### src/efi_pkg.sv
package efi_pkg;

  localparam logic [2:0] PAGE_CTRL     = 3'h1;
  localparam logic [2:0] PAGE_STAT     = 3'h4;
  localparam logic [4:0] ADDR_VECTOR   = 5'h12;
  localparam logic [4:0] ADDR_CTRL     = 5'h1A;
  localparam logic [4:0] ADDR_MASK0    = 5'h1B;
  localparam logic [4:0] ADDR_MASK1    = 5'h1C;
  localparam logic [4:0] ADDR_MASK2    = 5'h1D;
  localparam logic [4:0] ADDR_MASK3    = 5'h1E;

  localparam int CTRL_SUSPEND_BIT = 6;
  localparam int CTRL_ACK_BIT     = 5;

  localparam logic [7:0] MASK0_RESET = 8'h00;
  localparam logic [7:0] MASK1_RESET = 8'hFF;
  localparam logic [7:0] MASK2_RESET = 8'hFF;
  localparam logic [7:0] MASK3_RESET = 8'hFF;
  localparam logic [7:0] CTRL_RESET  = 8'h00;
  localparam logic [7:0] BYTE_ZERO   = 8'h00;

  localparam int VEC_SYNC     = 7;
  localparam int VEC_ALARM    = 6;
  localparam int VEC_COUNT    = 5;
  localparam int VEC_OVERFLOW = 4;
  localparam int VEC_SECOND   = 3;
  localparam int VEC_SLIP     = 2;
  localparam int VEC_MAINT    = 1;
  localparam int VEC_SIGNAL   = 0;

  typedef enum logic [1:0] {
    EFI_PORT_PROCESSOR,
    EFI_PORT_CONTROLLER,
    EFI_PORT_STREAM
  } efi_port_mode_e;

  typedef struct packed {
    logic       rd;
    logic       wr;
    logic [2:0] page;
    logic [4:0] addr;
    logic [7:0] wdata;
  } efi_bus_s;

  typedef struct packed {
    logic [7:0] mask3;
    logic [7:0] mask2;
    logic [7:0] mask1;
    logic [7:0] mask0;
  } efi_events_s;

  typedef struct packed {
    logic [7:0] ctrl;
    logic [7:0] mask0;
    logic [7:0] mask1;
    logic [7:0] mask2;
    logic [7:0] mask3;
    logic [7:0] vector;
    logic [7:0] rdata;
  } efi_state_s;

endpackage : efi_pkg

### src/efi_interrupt_unit.sv
`timescale 1ns/1ps
// How it works
// - Processor or controller port read of the vector clears it and releases request.
// - Toggling the acknowledge bit clears pending interrupts in every port mode.
// - Each event has its own mask bit in four mask words.
// - Reset masks words one to three and unmasks word zero.
// - Word zero: sync loss, remote alarm, AIS, TS16 ones, LOS, FAS error, BPV ovf, slip.
// - Word one: E-bit, CRC-4, consecutive FAS, BPV, RAI/CRC, bit error, bit 0 signalling.
// - Word two: E-bit ovf, CRC ovf, CRC align, FAS ovf, RAI ovf, BER ovf, aux; bit 0 free.
// - Word three: MF loss, CRC sync loss, remote CRC fail, remote MF, second, stop, start, match.
// - Suspend withholds new events but not pending ones, and leaves the masks untouched.
// - Vector reads as eight category bits at page four, address 12H.
// - Unmasked event pulls request low and sets category bits.
// - Vector bits seven to zero: sync, alarm, count, overflow, second, slip, maint, signal.
module efi_interrupt_unit (
  input  wire logic                    ref_clk_i,
  input  wire logic                    reset_i,
  input  wire logic                    soft_reset_i,
  input  wire efi_pkg::efi_port_mode_e port_mode_i,
  input  wire efi_pkg::efi_bus_s       bus_i,
  input  wire efi_pkg::efi_events_s    events_i,
  output logic [7:0]                   rdata_o,
  output logic [7:0]                   vector_bits_o,
  output logic                         irq_o,
  output logic                         irq_oe_n_o
);
  import efi_pkg::*;

  efi_state_s  state_reg;
  efi_state_s  state_next;

  logic        suspended;
  logic [7:0]  live_word0;
  logic [7:0]  live_word1;
  logic [7:0]  live_word2;
  logic [7:0]  live_word3;

  logic        cat_sync;
  logic        cat_alarm;
  logic        cat_count;
  logic        cat_overflow;
  logic        cat_second;
  logic        cat_slip;
  logic        cat_maint;
  logic        cat_signal;
  logic [7:0]  cat;

  // Decoded strobes of the register bus.
  logic        sel_vector;
  logic        sel_ctrl_page;
  logic        sel_ctrl_word;
  logic        rd_en_vector;
  logic        rd_en_ctrl_page;
  logic        read_clears;
  logic        vec_read;
  logic        ack_differs;
  logic        ack_toggle;
  logic        clear_now;

  logic        wr_en_ctrl;
  logic        wr_en_mask0;
  logic        wr_en_mask1;
  logic        wr_en_mask2;
  logic        wr_en_mask3;

  logic        pending;

  // Suspend only gates the events, so the mask words keep what the host wrote.
  assign suspended = state_reg.ctrl[CTRL_SUSPEND_BIT];

  // One gate per mask word, so every source is masked and suspended the same way.
  efi_mask_gate i_gate_word0 (
    .events_i  (events_i.mask0),
    .mask_i    (state_reg.mask0),
    .suspend_i (suspended),
    .live_o    (live_word0)
  );

  efi_mask_gate i_gate_word1 (
    .events_i  (events_i.mask1),
    .mask_i    (state_reg.mask1),
    .suspend_i (suspended),
    .live_o    (live_word1)
  );

  efi_mask_gate i_gate_word2 (
    .events_i  (events_i.mask2),
    .mask_i    (state_reg.mask2),
    .suspend_i (suspended),
    .live_o    (live_word2)
  );

  efi_mask_gate i_gate_word3 (
    .events_i  (events_i.mask3),
    .mask_i    (state_reg.mask3),
    .suspend_i (suspended),
    .live_o    (live_word3)
  );

  // Category grouping of each source into its vector bit.
  assign cat_sync     = live_word0[7] | (|live_word3[7:4]);
  assign cat_alarm    = (|live_word0[6:3]) | live_word2[1];
  assign cat_count    = live_word0[2] | (|live_word1[7:2]);
  assign cat_overflow = live_word0[1] | live_word2[7] | live_word2[6]
                        | (|live_word2[4:2]);
  assign cat_second   = live_word3[3] | live_word2[5];
  assign cat_slip     = live_word0[0];
  assign cat_maint    = |live_word3[2:0];
  assign cat_signal   = live_word1[0];
  // The order follows the vector bit positions, sync at the top, signalling at the bottom.
  assign cat = {cat_sync, cat_alarm, cat_count, cat_overflow,
                cat_second, cat_slip, cat_maint, cat_signal};

  assign sel_vector      = bus_i.page == PAGE_STAT && bus_i.addr == ADDR_VECTOR;
  assign sel_ctrl_page   = bus_i.page == PAGE_CTRL;
  assign sel_ctrl_word   = sel_ctrl_page && bus_i.addr == ADDR_CTRL;
  assign rd_en_vector    = bus_i.rd && sel_vector;
  assign rd_en_ctrl_page = bus_i.rd && sel_ctrl_page;

  // The serial stream gives the host no read strobe to trust, so only a toggle clears there.
  assign read_clears = port_mode_i != EFI_PORT_STREAM;
  assign vec_read    = rd_en_vector && read_clears;
  // Only a change of the acknowledge bit clears; rewriting the same value leaves the vector.
  assign ack_differs = bus_i.wdata[CTRL_ACK_BIT] != state_reg.ctrl[CTRL_ACK_BIT];
  assign ack_toggle  = bus_i.wr && sel_ctrl_word && ack_differs;
  assign clear_now   = vec_read || ack_toggle;

  // Register writes land on page one only; other pages and addresses are ignored.
  assign wr_en_ctrl  = bus_i.wr && sel_ctrl_word;
  assign wr_en_mask0 = bus_i.wr && sel_ctrl_page && bus_i.addr == ADDR_MASK0;
  assign wr_en_mask1 = bus_i.wr && sel_ctrl_page && bus_i.addr == ADDR_MASK1;
  assign wr_en_mask2 = bus_i.wr && sel_ctrl_page && bus_i.addr == ADDR_MASK2;
  assign wr_en_mask3 = bus_i.wr && sel_ctrl_page && bus_i.addr == ADDR_MASK3;

  always_comb begin
    state_next       = state_reg;
    state_next.rdata = BYTE_ZERO;
    if (rd_en_vector) begin
      state_next.rdata = state_reg.vector;
    end else if (rd_en_ctrl_page) begin
      case (bus_i.addr)
        ADDR_CTRL:  state_next.rdata = state_reg.ctrl;
        ADDR_MASK0: state_next.rdata = state_reg.mask0;
        ADDR_MASK1: state_next.rdata = state_reg.mask1;
        ADDR_MASK2: state_next.rdata = state_reg.mask2;
        ADDR_MASK3: state_next.rdata = state_reg.mask3;
        default:    state_next.rdata = BYTE_ZERO;
      endcase
    end

    // Each register has its own enable, so no write can reach two words.
    if (wr_en_ctrl) begin
      state_next.ctrl = bus_i.wdata;
    end
    if (wr_en_mask0) begin
      state_next.mask0 = bus_i.wdata;
    end
    if (wr_en_mask1) begin
      state_next.mask1 = bus_i.wdata;
    end
    if (wr_en_mask2) begin
      state_next.mask2 = bus_i.wdata;
    end
    if (wr_en_mask3) begin
      state_next.mask3 = bus_i.wdata;
    end

    // A new event in the clearing cycle survives, so no event is lost to the clear.
    if (clear_now) begin
      state_next.vector = cat;
    end else begin
      state_next.vector = state_reg.vector | cat;
    end
    // Soft reset comes last, so it wins over a write in the same cycle.
    if (soft_reset_i) begin
      state_next.mask0  = MASK0_RESET;
      state_next.mask1  = MASK1_RESET;
      state_next.mask2  = MASK2_RESET;
      state_next.mask3  = MASK3_RESET;
      state_next.ctrl   = CTRL_RESET;
      state_next.vector = BYTE_ZERO;
    end
  end

  // Only constants in the reset branch; the soft reset takes the synchronous path.
  always_ff @(posedge ref_clk_i or posedge reset_i) begin
    if (reset_i) begin
      state_reg.ctrl   <= CTRL_RESET;
      state_reg.mask0  <= MASK0_RESET;
      state_reg.mask1  <= MASK1_RESET;
      state_reg.mask2  <= MASK2_RESET;
      state_reg.mask3  <= MASK3_RESET;
      state_reg.vector <= BYTE_ZERO;
      state_reg.rdata  <= BYTE_ZERO;
    end else begin
      state_reg <= state_next;
    end
  end

  // The pin is open drain: it only ever drives low, enable low means driving.
  assign rdata_o       = state_reg.rdata;
  assign vector_bits_o = state_reg.vector;
  assign irq_o         = 1'b0;
  // The request stays low while any category bit is pending, suspended or not.
  assign pending       = |state_reg.vector;
  assign irq_oe_n_o    = ~pending;

endmodule : efi_interrupt_unit

// One mask word: a set mask bit blocks its source, and suspend blocks the whole word.
module efi_mask_gate (
  input  wire logic [7:0] events_i,
  input  wire logic [7:0] mask_i,
  input  wire logic       suspend_i,
  output logic [7:0]      live_o
);
  import efi_pkg::*;

  assign live_o = suspend_i ? BYTE_ZERO : (events_i & ~mask_i);

endmodule : efi_mask_gate

### config.mk
export PLATFORM = sky130hd
export DESIGN_NAME = efi_interrupt_unit
export DESIGN_NICKNAME = d
export VERILOG_FILES = /design/src/efi_pkg.sv /design/src/efi_interrupt_unit.sv
export SDC_FILE = /design/constraint.sdc
export NUM_CORES = 1
export LEC_CHECK = 0
export BUFFER_PORTS_ARGS = -buffer_cell sky130_fd_sc_hd__buf_2
export CORE_ASPECT_RATIO = 1.75
export CORE_UTILIZATION = 45
export CTS_CLUSTER_DIAMETER = 40
export DETAILED_ROUTE_END_ITERATION = 7
export PLACE_DENSITY = 0.67
export RECOVER_POWER = 25
export SLEW_MARGIN = 20
export SYNTH_ARGS = -nofsm -noshare
export SYNTH_HDL_FRONTEND = slang
export SYNTH_SLANG_ARGS = --single-unit
### constraint.sdc
create_clock -name ref_clk_i -period 2.27 [get_ports ref_clk_i]
set_input_delay 0.3405 -clock ref_clk_i [delete_from_list [all_inputs] [get_ports ref_clk_i]]
set_output_delay 0.3405 -clock ref_clk_i [all_outputs]
set_load 0.05 [all_outputs]
==> reports/results.ini, run 1 <==
[status]
outcome=completed

[sta]
fin_skew_ps=3.34
hold_ws_ps=285
setup_total_negative_slack_ps=0
slew_headroom=0.313
finalHoldViolCount=0
slew_violations=0
setup_ws_ps=330
finalCritPeriodShare=0.855
rsz0062_at_grt=no
fin_crit_ps=1940
worst_pin_slew_ps=1030
timing.fmax_mhz=515
setup_violations=0

[synthesis]
yosys_warnings=0
yosysMostFrequentCell=inv_1
yosys.cell_types.count=49
netlist_area_sq_um=3120
yosysSeqAreaShare=0.459
synth_edf_count=0
yosysTopAreaCell=dfrtp_1
synth_seq_cells=56
async_reset_ff_frac=1.00
ys_top_cells_by_count=inv_1 (33), dfrtp_1 (32), nand3_1 (30), a211o_1 (24), dfstp_2 (24)
synthTopCellsByArea=dfrtp_1 (26%), dfstp_2 (20%), a211o_1 (6.7%)
synth_area_per_cell_sq_um=10.2
synth_cells=305
syn_nets=360
synthFlopType=dfrtp_1
netlist.area_leader.share=0.257

[setup_path]
crit_slowest_cell=or4_1
startpoint_type=flip-flop
critPathTopFamily=simple AND/OR/NAND/NOR gates
arrival_ps=1600
endpoint_kind=output port
cp_num_buf_inv=1
worstSetupPathType=reg -> out
critical-path-max-stage-delay_ps=510
path_cells=or4_1 -> nor2_1 -> buf_2
worstPathRequired_ps=1930
rr_worst_depth=3
rrSetupSlack_ps=900
rr_endpoint=vector_bits_o[5]
worstPathMaxFanout=4
reg2reg_from=state_reg[36]

[finish]
area.sequential_sq_um=1430
drive_above_1_share=0.341
area_delta_synth_final_pct=12.1
final_nets=406
fillCellCount=630
largest_register_ff_count=40
diodes=0
multi_input_area_sq_um=1300

[cts]
cts_setup_buffers=0
cts_max_level=2
cts_tree=yes
clock_sink_count=56
cts_made_buffers=5
clkTransAtPathRegs_ps=70
clock_path_buffers=2
clock_latency_ps=290
root_buffer=clkbuf_16
post_cts_resize_count=0
postCtsHoldBufs=0

[floorplanning]
die_area_sq_um=7280
rows=39
start_util=0.474
die_y_um=112
pin_count=73
die_width_um=64.9
coreArea_sq_um=6590

[drt]
drtPass1Iterations=4
antenna_left=0
routed_wl_mm=7.95
vias_per_cell=5.77
remaining_drc_errors=0
vias=2506
drt_iter0_drc=210
wl_per_cell_um=18.3

[grt]
grt_remaining_overflow=0
grt_max_degree=39
antenna_found_initial=0
grt_pass1_vias=2525
grt_first_pass_wirelength_mm=13.0
grt_util_all_layers=0.237

[hold_path]
hold_class=in -> async

[placed_design]
gp_congestion=0.857
dp_hpwl_mm=6.12
port_buffers=69
pre_cts_slack_ps=404

[power]
ir_worst_vdd_v=0.000419
leakage_uw=0.00157
p_per_area_nw_per_um2=578

[flow_run]
cap_violations=0

==> through the flow <==
step           area [sq um]  power, uW   util  std cells
3_5_place_dp           3370       1270  0.511        426
5_1_grt                3500       2090  0.531        434
2_1_floorplan          3120       1180      -        305
3_3_place_gp           3370       1270  0.511        426
4_1_cts                3510       2040  0.533        434
6_report               3500       2020  0.531        434
==> worst max path at each step <==
stage / startpoint / end / slack [ps] / depth (start not counted)
floorplan: vector_bits_o[3] / irq_oe_n_o / 370 / 2
global placement: bus_i[15] / state_reg[20] / 430 / 5
detailed placement: bus_i[15] / state_reg[23] / 400 / 5
CTS: vector_bits_o[2] / irq_oe_n_o / 310 / 3
global route: vector_bits_o[2] / irq_oe_n_o / 250 / 3
finish: vector_bits_o[2] / irq_oe_n_o / 330 / 3
==> power by group <==
part           leakage [uW]  internal [uW]  switching [uW]
registers          0.000689           1010            9.44
clock network     0.0000671            412             359
logic              0.000814           74.7             154
total               0.00157           1500             523
==> per-layer routing <==
metal,track usage,share of wire
met1,0.275,0.39
met5,0,0
met3,0.0325,0.034
met2,0.437,0.55
met4,0.0741,0.021
==> layout by cell type (no fill, tap or decap), types with 4 or more instances in the layout <==
cell type	count
clkbuf_16	5
o32ai_1	7
a41oi_1	6
dfrtp_1	32
dfstp_2	24
nand4_1	4
nand3_1	30
buf_4	6
a22o_1	16
and2_1	10
inv_1	33
a211o_1	24
buf_2	69
a221o_1	7
nor2b_1	16
nor2_1	8
o22ai_1	10
==> final cells by class <==
| cell class | instances | share of cell area |
|---|---|---|
| inverter | 33 | 0.0354 |
| sequential | 56 | 0.409 |
| clock inverter | 2 | 0.00465 |
| multi-input combinational | 179 | 0.371 |
| timing repair buffer | 76 | 0.113 |
| clock buffer | 6 | 0.0369 |
| tap | 82 | 0.0293 |
==> cell families (layout without fill, tap and decap cells) <==
kind of cell	count (synthesis)	in the layout	synth area share
buffers and inverters	70	117	0.125
and+or+nand+nor	94	94	0.182
other	1	1	0.00120
DFF	56	56	0.459
muxes	2	2	0.00722
xor gates and xnor gates	1	1	0.00281
AOI/OAI and AO/OA	81	81	0.223
==> worst register-to-register path, stage by stage, from the launching register on <==
cell and delay (ps):
dfstp_2 540, o22ai_1 80, nor4_1 460, o32ai_1 140
Power figures use the tool's default switching activity.
==> inputs of run 2 (changes only) <==
Settings changed: CORE_UTILIZATION 45 to 54, PLACE_DENSITY 0.67 to 0.78, SLEW_MARGIN 20 to unset.
==> run 2 against run 1 <==
  * Non-clock buffer count down 1
  * Clock power is 0.8% lower
  * Critical endpoint unchanged
  * Die area is 16% lower
  * Largest power group unchanged
  * Flip-flop and latch count unchanged
  * Wire length rose by 1.8%
==> reports/results.ini, run 2 (synthesis results as in run 1) <==
[placed_design]
pre_cts_slack_ps=395  ; -9.01 ps
dp_hpwl_mm=6.10  ; -0.27%
port_buffers=69  ; unchanged
postPlaceCellArea_sq_um=3340  ; -0.82%
gp_congestion=0.938  ; +9.5%

[setup_path]
arrival_ps=1630  ; +30 ps
worstPathMaxFanout=4  ; unchanged
worstPathRequired_ps=1930  ; about the same
endpoint_kind=output port
worstSetupPathType=reg -> out
startpoint_type=flip-flop

[sta]
worst_pin_slew_ps=1330  ; +306 ps
setup_total_negative_slack_ps=0  ; unchanged
timing.fmax_mhz=507  ; -1.5%
finalHoldViolCount=0  ; unchanged
fin_crit_ps=1970  ; +30.2 ps
setup_violations=0  ; unchanged
slew_violations=0  ; unchanged
finalCritPeriodShare=0.868  ; +0.0133
setup_ws_ps=299  ; -30.2 ps
rsz0062_at_grt=no
slew_headroom=0.110  ; -0.203
fin_skew_ps=8.18  ; +4.83 ps

[floorplanning]
die_width_um=59.5  ; -8.4%
die_y_um=103  ; -8.6%
coreArea_sq_um=5590  ; -15%
pin_count=73  ; unchanged
rows=36  ; -7.7%
start_util=0.558  ; +0.0850
die_area_sq_um=6100  ; -16%

[finish]
final_core_util=0.621  ; +0.0903
area_delta_synth_final_pct=11.2
diodes=0  ; unchanged
largest_register_ff_count=40  ; unchanged
post-route-cell-area_sq_um=3470  ; -0.79%
layout_common_cells=buf_2 (69), inv_1 (33), dfrtp_1 (32)
drive_above_1_share=0.339  ; -0.00188
final_nets=405  ; -0.25%
mostFrequentLayoutCell=buf_2

[grt]
antenna_found_initial=0  ; unchanged
grt_max_degree=57  ; +46%
grt_pass1_vias=2498  ; -1.1%
grt_first_pass_wirelength_mm=12.7  ; -2.3%
grt_remaining_overflow=0  ; unchanged
grt_util_all_layers=0.289  ; +0.0514

[power]
ir_worst_vdd_v=0.000393  ; -6.1%
p_total_uw=2010  ; -0.33%
p_per_area_nw_per_um2=580  ; +0.46%
leakage_uw=0.00156  ; -0.43%

[hold_path]
hold_class=in -> reg

[cts]
clock_sink_count=56  ; unchanged
post_cts_resize_count=0  ; unchanged
clock_path_buffers=2  ; unchanged
postCtsHoldBufs=0  ; unchanged
root_buffer=clkbuf_8
clkTransAtPathRegs_ps=100  ; +30 ps
cts_max_level=2  ; unchanged
cts_setup_buffers=0  ; unchanged
cts_made_buffers=5  ; unchanged
cts_tree=yes
clock_latency_ps=320  ; +30 ps

[drt]
wl_per_cell_um=19.0  ; +3.4%
drtPass1Iterations=5  ; +1
vias_per_cell=6.10  ; +5.6%
remaining_drc_errors=0  ; unchanged
drt_iter0_drc=112  ; -47%
antenna_left=0  ; unchanged
vias=2604  ; +3.9%
routed_wl_mm=8.09  ; +1.8%

[flow_run]
cap_violations=0  ; unchanged

[status]
outcome=completed

-- run 2: area by class of cell --
cell class,instances,area (sq um)
Fill cell,512,2120
Sequential cell,56,1430
Multi-Input combinational cell,179,1300
Timing Repair Buffer,75,388
Inverter,33,124
Tap cell,76,95.1
Clock buffer,6,72.6
Clock inverter,2,60.1
-- run 2: critical path: stages, from the launching register on --
cell     delay (ps)
dfrtp_1         430
or4_1           520
nor2_1          100
buf_2           260
-- run 2: power by group --
part           internal (uW)  switching, uW
Combinational           73.6            156
Clock                    441            324
Sequential              1010           8.37
-- run 2: final timing paths --
check                      depth (start not counted)  slack, ps                to             start
setup / recovery                                   3        300        irq_oe_n_o  vector_bits_o[3]
hold / removal                                     3        270  vector_bits_o[0]       events_i[8]
setup reg to reg                                   3        720  vector_bits_o[5]     state_reg[34]
hold reg to reg                                    1        510        rdata_o[6]  vector_bits_o[6]
max in group asynchronous                          3       1040        rdata_o[0]           reset_i
min in group asynchronous                          3        450        rdata_o[2]           reset_i
-- run 2: routing by layer --
| metal | vias to the layer above | share of wire | GRT usage |
|---|---|---|---|
| met5 | - | 0 | 0 |
| met4 | 0 | 0.056 | 0.158 |
| met3 | 31 | 0.036 | 0.0427 |
| met2 | 84 | 0.56 | 0.534 |
| met1 | 1294 | 0.35 | 0.302 |
| li1 | 1195 | - | - |
-- run 2: metrics by stage --
stage,std cells,hold WS [ps]
5_1_grt,427,301
3_3_place_gp,419,485
3_5_place_dp,419,491
2_1_floorplan,305,466
4_1_cts,427,233
6_report,427,271
